==> config.mk <==
export PLATFORM = sky130hd
export DESIGN_NAME = pmc_power_ctrl
export DESIGN_NICKNAME = d
export VERILOG_FILES = /design/src/pmc_pkg.sv /design/src/pmc_wake_if.sv /design/src/pmc_power_ctrl.sv /design/src/pmc_wake_timer.sv
export SDC_FILE = /design/constraint.sdc
export NUM_CORES = 1
export LEC_CHECK = 0
export ABC_AREA = 1
export BUFFER_PORTS_ARGS = -buffer_cell sky130_fd_sc_hd__buf_2
export CAP_MARGIN = 20
export CORE_ASPECT_RATIO = 0.9
export CORE_UTILIZATION = 47
export DETAILED_ROUTE_END_ITERATION = 16
export GPL_TIMING_DRIVEN = 0
export MAX_ROUTING_LAYER = met4
export PLACE_DENSITY_LB_ADDON = 0.3
export SYNTH_ARGS = -nofsm -noshare
export SYNTH_HDL_FRONTEND = slang
export SYNTH_SLANG_ARGS = --single-unit
==> constraint.sdc <==
create_clock -name ref_clk -period 1.4 [get_ports ref_clk]
set_input_delay 0.28 -clock ref_clk [delete_from_list [all_inputs] [get_ports ref_clk]]
set_output_delay 0.28 -clock ref_clk [all_outputs]
set_load 0.01 [all_outputs]
==> src/pmc_pkg.sv <==
// Constants and types shared by the power mode control block
package pmc_pkg;
  // Register addresses on the special-function port
  localparam logic [7:0] PCTL_ADDR = 8'h87;
  localparam logic [7:0] AUX_ADDR  = 8'hb5;
  localparam logic [7:0] REG_RESET = 8'h00;

  // Main power control register bit positions
  localparam int MODE_LO_BIT  = 0;
  localparam int MODE_HI_BIT  = 1;
  localparam int GFLAG_A_BIT  = 2;
  localparam int GFLAG_B_BIT  = 3;
  localparam int BO_IRQ_BIT   = 4;
  localparam int BO_OFF_BIT   = 5;
  localparam int FE_VIEW_BIT  = 6;
  localparam int BAUD_DBL_BIT = 7;

  // Auxiliary register bit positions; the rest are reserved
  localparam int UART_OFF_BIT = 1;
  localparam int I2C_OFF_BIT  = 3;
  localparam int CMP_OFF_BIT  = 5;
  localparam int RTC_OFF_BIT  = 7;
  localparam logic [7:0] AUX_MASK = 8'haa;

  // Oscillator start-up counts, in system clocks
  localparam int XTAL_START_CLKS = 1024;
  localparam int RC_START_CLKS   = 256;
  localparam int START_CNT_W     = 11;

  // Power reduction mode field encoding
  typedef enum logic [1:0] {
    MODE_NORMAL = 2'b00,
    MODE_IDLE   = 2'b01,
    MODE_PDOWN  = 2'b10,
    MODE_TOTAL  = 2'b11
  } pmc_mode_t;

  // Sequencer states, Gray along run, sleep, wake; wake to run flips both bits
  typedef enum logic [1:0] {
    ST_RUN   = 2'b00,
    ST_SLEEP = 2'b01,
    ST_WAKE  = 2'b11,
    ST_IDLE  = 2'b10
  } pmc_state_t;
endpackage

==> src/pmc_wake_if.sv <==
// Handshake between the sequencer and the oscillator start-up timer
`timescale 1ns/10ps
`default_nettype none
interface pmc_wake_if;
  logic start;
  logic crystal;
  logic busy;
  logic done;
  modport timer (input start, input crystal, output busy, output done);
  modport ctrl  (output start, output crystal, input busy, input done);
endinterface
`default_nettype wire

==> src/pmc_power_ctrl.sv <==
// Power mode control: registers, sleep sequencing, wake-up and gating
// Summary of operation
// - Total power-down is power-down plus brownout detector and comparators off.
// - Total power-down: no brownout reset/irq; comparator and brownout cannot wake.
// - Sleep stops RC oscillator unless it clocks the system and RTC runs.
// - Watchdog runs in total power-down when its clock select is 1; wakes.
// - External interrupts wake from total power-down only in level mode.
// - Keyboard and RTC wake; RTC keeps running unless its power-off bit set.
// - Mode field sits in main register bits 1:0, bit 1 high.
// - Bits 2 and 3 are free flags with no hardware effect.
// - Bit 4 selects brownout interrupt (1) or brownout reset (0).
// - Bit 5 set powers down the brownout detector.
// - Flash program or erase aborts while brownout power-down bit is 1.
// - Bit 6 selects serial bit 7 as mode bit or framing error.
// - Bit 7 passes timer 1 overflow rate; clear halves it.
// - Main register at 87h, resets to zero, normal mode.
// - Aux register at b5h: rtc 7, comparator 5, i2c 3, uart 1.
// - Mode codes: 00 normal, 01 idle, 10 power-down, 11 total power-down.
// - On wake from power-down restart oscillator, resume after 1024 crystal or 256 clocks.
// - Uart clock off when its bit set or in any power-down.
//
// Strobed register access was left to the implementer.
`timescale 1ns/10ps
`default_nettype none
module pmc_power_ctrl #(
  parameter int XTAL_CLKS = pmc_pkg::XTAL_START_CLKS,
  parameter int RC_CLKS   = pmc_pkg::RC_START_CLKS
) (
  input  wire logic        ref_clk,
  input  wire logic        reset_n,
  input  wire logic [7:0]  reg_addr,
  input  wire logic [7:0]  reg_wdata,
  input  wire logic        reg_wr,
  input  wire logic        reg_rd,
  output logic      [7:0]  reg_rdata,
  input  wire logic        global_irq_enable,
  input  wire logic [1:0]  external_irq_inputs_n,
  input  wire logic [1:0]  ext_irq_enable,
  input  wire logic [1:0]  ext_irq_level_mode,
  input  wire logic        kbd_irq,
  input  wire logic        rtc_irq,
  input  wire logic        wdt_irq,
  input  wire logic        wdt_reset_req,
  input  wire logic        watchdog_clock_source,
  input  wire logic        comparator_irq,
  input  wire logic        brownout_detect,
  input  wire logic        rc_osc_is_sysclk,
  input  wire logic        crystal_osc_selected,
  input  wire logic        flash_cmd_req,
  input  wire logic        timer1_overflow,
  input  wire logic        serial_bit7_wr,
  input  wire logic        serial_bit7_wdata,
  input  wire logic        uart_mode_bit,
  input  wire logic        uart_framing_error,
  output logic             cpu_run,
  output logic             sys_osc_run,
  output logic             rc_osc_run,
  output logic             brownout_detector_en,
  output logic             brownout_irq,
  output logic             brownout_reset,
  output logic             comparator_power_en,
  output logic             watchdog_run,
  output logic             rtc_clock_en,
  output logic             uart_clock_en,
  output logic             i2c_clock_en,
  output logic             flash_cmd_go,
  output logic             flash_cmd_abort,
  output logic             uart_baud_tick,
  output logic             serial_bit7_rdata,
  output logic             uart_mode_bit_wr,
  output logic             uart_framing_error_wr,
  output logic             serial_bit7_wr_data
);
  pmc_wake_if wk ();

  pmc_wake_timer #(
    .XTAL_CLKS (XTAL_CLKS),
    .RC_CLKS   (RC_CLKS)
  ) u_wake_timer (
    .ref_clk (ref_clk),
    .reset_n (reset_n),
    .wk      (wk)
  );

  logic [7:0]          power_control;
  logic [7:0]          power_control_aux;
  pmc_pkg::pmc_state_t state;
  pmc_pkg::pmc_state_t next_state;
  pmc_pkg::pmc_mode_t  mode;
  logic [2:0]          ext_sync;
  logic [2:0]          ext_sync_b;
  logic [1:0]          ext_level_n;
  logic [2:0]          bo_sync;
  logic                bo_level;
  logic                baud_half;
  logic                pctl_wr;
  logic                aux_wr;
  logic                sleeping;
  logic                total_mode;
  logic                bod_on;
  logic                rtc_off;
  logic [1:0]          ext_active;
  logic                ext_wake;
  logic                bo_irq_evt;
  logic                idle_wake;
  logic                sleep_wake;
  logic                wake_take;

  // Register decode
  assign pctl_wr    = reg_wr && (reg_addr == pmc_pkg::PCTL_ADDR);
  assign aux_wr     = reg_wr && (reg_addr == pmc_pkg::AUX_ADDR);
  assign mode       = pmc_pkg::pmc_mode_t'({power_control[pmc_pkg::MODE_HI_BIT],
                                            power_control[pmc_pkg::MODE_LO_BIT]});
  assign total_mode = (mode == pmc_pkg::MODE_TOTAL);
  assign sleeping   = (state == pmc_pkg::ST_SLEEP);
  assign rtc_off    = power_control_aux[pmc_pkg::RTC_OFF_BIT];
  // Detector off by its own bit or in total power-down
  assign bod_on     = !power_control[pmc_pkg::BO_OFF_BIT] && !total_mode;

  // External pins: three stages, a change counts once stages two and three agree
  always_ff @(posedge ref_clk or negedge reset_n)
  begin
    if (!reset_n)
    begin
      ext_sync    <= 3'h7;
      ext_sync_b  <= 3'h7;
      ext_level_n <= 2'h3;
    end
    else
    begin
      ext_sync    <= {ext_sync[1:0], external_irq_inputs_n[0]};
      ext_sync_b  <= {ext_sync_b[1:0], external_irq_inputs_n[1]};
      if (ext_sync[1] == ext_sync[2])
        ext_level_n[0] <= ext_sync[2];
      if (ext_sync_b[1] == ext_sync_b[2])
        ext_level_n[1] <= ext_sync_b[2];
    end
  end

  // Brownout comparator output is analog-side, filtered the same way
  always_ff @(posedge ref_clk or negedge reset_n)
  begin
    if (!reset_n)
    begin
      bo_sync  <= 3'h0;
      bo_level <= 1'b0;
    end
    else
    begin
      bo_sync <= {bo_sync[1:0], brownout_detect};
      if (bo_sync[1] == bo_sync[2])
        bo_level <= bo_sync[2];
    end
  end

  // Wake qualification
  assign ext_active = ~ext_level_n & ext_irq_enable;
  // Edge-mode pins are not a legal wake from sleep
  assign ext_wake   = |(ext_active & ext_irq_level_mode);
  assign bo_irq_evt = bod_on && bo_level && power_control[pmc_pkg::BO_IRQ_BIT];
  assign idle_wake  = wdt_reset_req || (global_irq_enable && (|ext_active || kbd_irq
                      || rtc_irq || wdt_irq || comparator_irq || bo_irq_evt));
  // Total mode drops comparator and brownout as wake sources
  assign sleep_wake = (watchdog_clock_source && (wdt_reset_req
                      || (global_irq_enable && wdt_irq)))
                      || (global_irq_enable && (ext_wake || kbd_irq
                      || (rtc_irq && !rtc_off)))
                      || (!total_mode && global_irq_enable
                      && (comparator_irq || bo_irq_evt));
  assign wake_take  = ((state == pmc_pkg::ST_IDLE) && idle_wake)
                      || (sleeping && sleep_wake);

  // Sequencer next state
  always_comb
  begin
    next_state = state;
    unique case (state)
      pmc_pkg::ST_RUN:
        if (mode == pmc_pkg::MODE_IDLE)
          next_state = pmc_pkg::ST_IDLE;
        else if (mode == pmc_pkg::MODE_PDOWN || total_mode)
          next_state = pmc_pkg::ST_SLEEP;
      pmc_pkg::ST_IDLE:
        if (idle_wake)
          next_state = pmc_pkg::ST_RUN;
      pmc_pkg::ST_SLEEP:
        if (sleep_wake)
          next_state = pmc_pkg::ST_WAKE;
      pmc_pkg::ST_WAKE:
        if (wk.done)
          next_state = pmc_pkg::ST_RUN;
    endcase
  end

  // Sequencer state
  always_ff @(posedge ref_clk or negedge reset_n)
  begin
    if (!reset_n)
      state <= pmc_pkg::ST_RUN;
    else
      state <= next_state;
  end

  // Start the oscillator timer the cycle sleep ends
  assign wk.start   = sleeping && sleep_wake;
  assign wk.crystal = crystal_osc_selected;

  // Main power control register; software write beats the wake clear
  always_ff @(posedge ref_clk or negedge reset_n)
  begin
    if (!reset_n)
      power_control <= pmc_pkg::REG_RESET;
    else if (pctl_wr)
      power_control <= reg_wdata;
    else if (wake_take)
    begin
      power_control[pmc_pkg::MODE_HI_BIT] <= 1'b0;
      power_control[pmc_pkg::MODE_LO_BIT] <= 1'b0;
    end
  end

  // Auxiliary register, reserved bits held at zero
  always_ff @(posedge ref_clk or negedge reset_n)
  begin
    if (!reset_n)
      power_control_aux <= pmc_pkg::REG_RESET;
    else if (aux_wr)
      power_control_aux <= reg_wdata & pmc_pkg::AUX_MASK;
  end

  // Read data for one cycle only; unmapped reads give zero
  always_ff @(posedge ref_clk or negedge reset_n)
  begin
    if (!reset_n)
      reg_rdata <= 8'h00;
    else if (reg_rd && reg_addr == pmc_pkg::PCTL_ADDR)
      reg_rdata <= power_control;
    else if (reg_rd && reg_addr == pmc_pkg::AUX_ADDR)
      reg_rdata <= power_control_aux;
    else
      reg_rdata <= 8'h00;
  end

  // Clock, oscillator and analog gating outputs
  always_ff @(posedge ref_clk or negedge reset_n)
  begin
    if (!reset_n)
    begin
      cpu_run              <= 1'b1;
      sys_osc_run          <= 1'b1;
      rc_osc_run           <= 1'b1;
      brownout_detector_en <= 1'b1;
      comparator_power_en  <= 1'b1;
      watchdog_run         <= 1'b1;
      rtc_clock_en         <= 1'b1;
      uart_clock_en        <= 1'b1;
      i2c_clock_en         <= 1'b1;
    end
    else
    begin
      cpu_run              <= (next_state == pmc_pkg::ST_RUN);
      sys_osc_run          <= !sleeping;
      rc_osc_run           <= !sleeping || (rc_osc_is_sysclk && !rtc_off);
      brownout_detector_en <= bod_on;
      comparator_power_en  <= !power_control_aux[pmc_pkg::CMP_OFF_BIT] && !total_mode;
      watchdog_run         <= !sleeping || watchdog_clock_source;
      rtc_clock_en         <= !rtc_off;
      uart_clock_en        <= !power_control_aux[pmc_pkg::UART_OFF_BIT] && !sleeping;
      i2c_clock_en         <= !power_control_aux[pmc_pkg::I2C_OFF_BIT] && !sleeping;
    end
  end

  // Brownout response: interrupt or reset, silent when detector is off
  always_ff @(posedge ref_clk or negedge reset_n)
  begin
    if (!reset_n)
    begin
      brownout_irq   <= 1'b0;
      brownout_reset <= 1'b0;
    end
    else
    begin
      brownout_irq   <= bo_irq_evt;
      brownout_reset <= bod_on && bo_level && !power_control[pmc_pkg::BO_IRQ_BIT];
    end
  end

  // Flash command gate, answer one cycle after the request
  always_ff @(posedge ref_clk or negedge reset_n)
  begin
    if (!reset_n)
    begin
      flash_cmd_go    <= 1'b0;
      flash_cmd_abort <= 1'b0;
    end
    else
    begin
      flash_cmd_go    <= flash_cmd_req && !power_control[pmc_pkg::BO_OFF_BIT];
      flash_cmd_abort <= flash_cmd_req && power_control[pmc_pkg::BO_OFF_BIT];
    end
  end

  // Baud rate: pass overflows, or every second one
  always_ff @(posedge ref_clk or negedge reset_n)
  begin
    if (!reset_n)
    begin
      baud_half      <= 1'b0;
      uart_baud_tick <= 1'b0;
    end
    else
    begin
      if (timer1_overflow)
        baud_half <= !baud_half;
      uart_baud_tick <= timer1_overflow
                        && (power_control[pmc_pkg::BAUD_DBL_BIT] || baud_half);
    end
  end

  // Serial control bit 7 steering between mode bit and framing error
  always_ff @(posedge ref_clk or negedge reset_n)
  begin
    if (!reset_n)
    begin
      serial_bit7_rdata     <= 1'b0;
      uart_mode_bit_wr      <= 1'b0;
      uart_framing_error_wr <= 1'b0;
      serial_bit7_wr_data   <= 1'b0;
    end
    else
    begin
      serial_bit7_rdata     <= power_control[pmc_pkg::FE_VIEW_BIT]
                               ? uart_framing_error : uart_mode_bit;
      uart_mode_bit_wr      <= serial_bit7_wr && !power_control[pmc_pkg::FE_VIEW_BIT];
      uart_framing_error_wr <= serial_bit7_wr && power_control[pmc_pkg::FE_VIEW_BIT];
      serial_bit7_wr_data   <= serial_bit7_wdata;
    end
  end

  // Guards
  mode_clear_a: assert property (@(posedge ref_clk) disable iff (!reset_n)
    (wake_take && !pctl_wr) |=> (mode == pmc_pkg::MODE_NORMAL)
                                && (cpu_run == (state == pmc_pkg::ST_RUN)))
    else $error("mode not cleared on wake");

  bod_total_a: assert property (@(posedge ref_clk) disable iff (!reset_n)
    total_mode |=> !brownout_detector_en && !comparator_power_en)
    else $error("detectors on in total power-down");

  bo_silent_a: assert property (@(posedge ref_clk) disable iff (!reset_n)
    (total_mode || power_control[pmc_pkg::BO_OFF_BIT]) |=> !brownout_irq && !brownout_reset)
    else $error("brownout acted while detector off");

  rc_stop_a: assert property (@(posedge ref_clk) disable iff (!reset_n)
    (sleeping && !(rc_osc_is_sysclk && !rtc_off)) |=> !rc_osc_run)
    else $error("rc oscillator left running");

  wdt_wake_a: assert property (@(posedge ref_clk) disable iff (!reset_n)
    (sleeping && watchdog_clock_source && wdt_reset_req) |=> state == pmc_pkg::ST_WAKE)
    else $error("watchdog reset did not wake");

  ext_edge_a: assert property (@(posedge ref_clk) disable iff (!reset_n)
    (sleeping && !wdt_reset_req && !kbd_irq && !rtc_irq && !wdt_irq && !comparator_irq
     && !bo_irq_evt && ((ext_active & ext_irq_level_mode) == 2'h0)) |=> sleeping)
    else $error("woke without a valid source");

  resume_wait_a: assert property (@(posedge ref_clk) disable iff (!reset_n)
    (sleeping && sleep_wake) |=> !cpu_run [*8])
    else $error("resumed before oscillator settled");

  uart_clk_a: assert property (@(posedge ref_clk) disable iff (!reset_n)
    (sleeping || power_control_aux[pmc_pkg::UART_OFF_BIT]) |=> !uart_clock_en)
    else $error("uart clock not gated");

  flash_abort_a: assert property (@(posedge ref_clk) disable iff (!reset_n)
    flash_cmd_req |=> (flash_cmd_abort == $past(power_control[pmc_pkg::BO_OFF_BIT]))
                      && (flash_cmd_go != flash_cmd_abort))
    else $error("flash command gate wrong");

  baud_rate_a: assert property (@(posedge ref_clk) disable iff (!reset_n)
    (timer1_overflow && !power_control[pmc_pkg::BAUD_DBL_BIT] && !baud_half) |=> !uart_baud_tick)
    else $error("overflow rate not halved");
endmodule
`default_nettype wire

==> src/pmc_wake_timer.sv <==
// Oscillator start-up counter used on wake from power-down
`timescale 1ns/10ps
`default_nettype none
module pmc_wake_timer #(
  parameter int XTAL_CLKS = pmc_pkg::XTAL_START_CLKS,
  parameter int RC_CLKS   = pmc_pkg::RC_START_CLKS
) (
  input  wire logic  ref_clk,
  input  wire logic  reset_n,
  pmc_wake_if.timer  wk
);
  localparam int CW = pmc_pkg::START_CNT_W;

  initial
  begin
    if (XTAL_CLKS < 1 || RC_CLKS < 1 || XTAL_CLKS >= (1 << CW) || RC_CLKS >= (1 << CW))
      $error("start-up counts do not fit the counter");
  end

  logic [CW-1:0] cnt;

  // Count down the stabilisation time, done pulses once
  always_ff @(posedge ref_clk or negedge reset_n)
  begin
    if (!reset_n)
    begin
      cnt     <= '0;
      wk.busy <= 1'b0;
      wk.done <= 1'b0;
    end
    else
    begin
      wk.done <= 1'b0;
      if (wk.start)
      begin
        wk.busy <= 1'b1;
        cnt     <= wk.crystal ? CW'(XTAL_CLKS - 1) : CW'(RC_CLKS - 1);
      end
      else if (wk.busy)
      begin
        if (cnt == '0)
        begin
          wk.busy <= 1'b0;
          wk.done <= 1'b1;
        end
        else
          cnt <= cnt - 1'b1;
      end
    end
  end

  // RC or external clock start-up takes exactly 256 clocks
  rc_startup_a: assert property (@(posedge ref_clk) disable iff (!reset_n)
    (wk.start && !wk.crystal) |-> ##257 wk.done)
    else $error("rc start-up count wrong");

  // Crystal start-up gives no done pulse within 8 clocks of start
  xtal_startup_a: assert property (@(posedge ref_clk) disable iff (!reset_n)
    (wk.start && wk.crystal) |=> !wk.done [*8])
    else $error("crystal start-up ended early");
endmodule
`default_nettype wire

==> results.tsv <==
metric	value	unit
cts_buffers	9	
reg2reg_slack	-0.09	ns
die_w	82.0	µm
leakagePower	1.75	nW
yosys_warnings	0	
final_cells	435	
finalMaxSlewViolations	0	
hold_viol	0	
antenna_found_initial	0	
grt_pass1_vias	2042	
wire_per_inst	13.5	µm
synthArstFlopShare	100	%
drive_gt1_share	44.8	%
diodes	0	
io_pins	68	
crit_required	1.63	ns
hold_buffers	0	
yosysTopAreaCell	dfrtp_1	
startpoint_type	flop	
status	complete, but fails checks	
fillers	411	
synth_cell_types	35	
synth_edf_count	0	
clock.fmax	0.670	GHz
synthTopCellsByArea	dfrtp_1 45%, dfstp_2 17%, nand2_1 7.8%, inv_1 4.6%, nor2_1 3.7%	
ys.flop_type	dfrtp_1	
fin_util	67.0	%
die_area	0.00606	mm²
routed_wl	5.86	mm
endpoint_kind	flop	
globalRoute.totalOverflow	0	
dr.first_iter.drc_count	146	
clockRootBuffer	clkbuf_8	
first_pass_iters	4	
worst_pin_slew	0.799	ns
cp_max_fo	7	
crit_start	u_wake_timer.cnt[4]$_DFFE_PN0P_	
p_per_area	1420	mW/mm²
netlist_instances	271	
syn-num-nets	314	
path_class	flop to flop	
post-place-ws	-0.144	ns
setup_tns	-0.471	ns
rows	25	
fin_ws	-0.0929	ns
crit_end	u_wake_timer.cnt[7]$_DFFE_PN0P_	
grt_max_degree	67	
finalCritPeriodShare	107	%
ff2ff_path_depth	8	
syn_avg_cell_area	9.98	µm²
path_clk_slew	0.07	ns
postPlaceCellArea	0.00313	mm²
cts_buffer_depth	2	
grt_pass1_wl	9.35	mm
rsz0062_at_grt	true	
fp.dieH	74.0	µm
violations	negative setup slack	
io_buffers	67	
remaining_drc_errors	0	
fin_crit	1.49	ns
maxCapViolCount	0	
r2r_start	u_wake_timer.cnt[4]$_DFFE_PN0P_	
syn_area	0.00270	mm²
ir_drop	0.706	mV
skew	0.00562	ns
place.gp.congestion	0.817	
dp_cells	405	
setup_viol	11	
relSlewSlack	46.7	%
synthDominantCellAreaShare	45.3	%
cts_tree	built	
ys_seq_elements	66	
vias	2180	
hold_class	input port to asynchronous set/reset pin	
design_area	0.00360	mm²
coreArea	0.00538	mm²
drtAntennaViolNets	0	
ys_seq_area_share	61.9	%
hpwlAfterDp	3.69	mm
clk_latency	0.34	ns
grt.total_usage	21.9	%
cts-htree-levels	3	
syn2layout_area_growth	33.2	%
r2r-end	u_wake_timer.cnt[7]$_DFFE_PN0P_	
cts.sinks	66	
crit_arrival	1.72	ns
start_util	50.3	%
via_per_inst	5.01	
final_nets	406	
-- placed cells by master (no fill, tap or decap), drive strengths merged, types with 2 or more instances in the layout --
| master | count |
|---|---|
| dfstp | 17 |
| nand3 | 17 |
| nand4 | 5 |
| a21oi | 10 |
| maj3 | 3 |
| xor2 | 4 |
| or2 | 2 |
| nor2 | 29 |
| nand2 | 64 |
| inv | 37 |
| xnor2 | 2 |
| o22ai | 5 |
| dfrtp | 49 |
| clkinvlp | 5 |
| buf | 79 |
| clkbuf | 10 |
| o21ai | 15 |
| clkinv | 3 |
| nor3 | 5 |
-- cell usage after synthesis, types with 2 or more instances --
cell	instances
a21oi_1	10
clkinv_2	2
dfrtp_1	49
dfstp_2	17
inv_1	33
inv_2	3
maj3_1	3
nand2_1	56
nand2_2	4
nand3_1	15
nand4_1	3
nand4_2	2
nor2_1	27
nor2_2	2
nor3_1	4
o21ai_0	2
o21ai_1	13
o22ai_1	5
xnor2_1	2
xor2_1	4
-- timing repair --
item	in CTS	in global routing
gates resized for setup	33	17
gates cloned	2	0
pin swaps	7	10
endpoints found under the setup margin	10	15
endpoints found under the hold margin	0	0
setup buffers	9	3
-- sequential cells by signal (all words and copies together), names as in the netlist, 2 cells and up --
register,count
state,2
ext_sync,3
power_control,8
power_control_aux,4
u_wake_timer.cnt,11
ext_level_n,2
bo_sync,3
ext_sync_b,3
reg_rdata,8
-- cells by family (layout without fill, tap and decap cells) --
family                   count (synthesis)  after routing  synth area share [%]
flip-flops                              66             66                  61.9
AO/OA/AOI/OAI                           32             32                  6.34
adder cells (fa/ha/maj)                  4              4                  1.57
buffers and inverters                   39            134                  5.60
XOR/XNOR                                 6              6                  1.94
AND/OR/NAND/NOR                        124            126                  22.7
-- critical path, stage by stage, from the launching register on --
cell and delay [ns]:
dfrtp_1 0.43, nor2_2 0.14, nand3_1 0.17, nor2_4 0.14, nand2_4 0.09, nand2_8 0.14
inv_8 0.05, a21oi_4 0.14, o21ai_1 0.07
-- per-layer routing --
layer / GRT usage, % / part of all wire (%)
met3: 6.50 / 6.7
met5: - / 0
met4: 11.1 / 2.6
met2: 31.9 / 46
met1: 27.9 / 45
-- how the worst min path moves through the flow --
stage	startpoint	slack [ns]	depth (start not counted)	end
after global placement	bo_sync[0]$_DFF_PN0_	0.34	0	bo_sync[1]$_DFF_PN0_
after detailed placement	bo_sync[0]$_DFF_PN0_	0.34	0	bo_sync[1]$_DFF_PN0_
final	reset_n	0.01	1	reg_rdata[2]$_DFF_PN0_
after global routing	external_irq_inputs_n[1]	0.02	1	ext_sync_b[0]$_DFF_PN1_
after floorplan	reset_n	-0.02	0	baud_half$_DFFE_PN0P_
after CTS	external_irq_inputs_n[0]	0.02	1	ext_sync[0]$_DFF_PN1_
-- cell type report --
type	count	area [µm²]	share of cell area [%]
Sequential cell	66	1680	46.5
Tap cell	67	83.8	2.33
Clock inverter	6	42.5	1.18
Inverter	39	168	4.65
Timing Repair Buffer	79	439	12.2
Multi-Input combinational cell	168	1060	29.3
Clock buffer	10	138	3.82
-- stage by stage --
step	hold WS [ns]	power (mW)
global placement	0.338	3.25
detailed placement	0.339	3.29
global route	0.0190	5.40
floorplan	-0.0156	2.99
CTS	0.0189	4.93
finish	0.0135	5.11
-- where the power goes --
part | internal (mW) | switching (mW)
Sequential | 2.19 | 0.198
Combinational | 0.566 | 0.729
Clock | 0.685 | 0.738
Total | 3.45 | 1.66
Note: power is estimated with default switching activity, not from simulation.
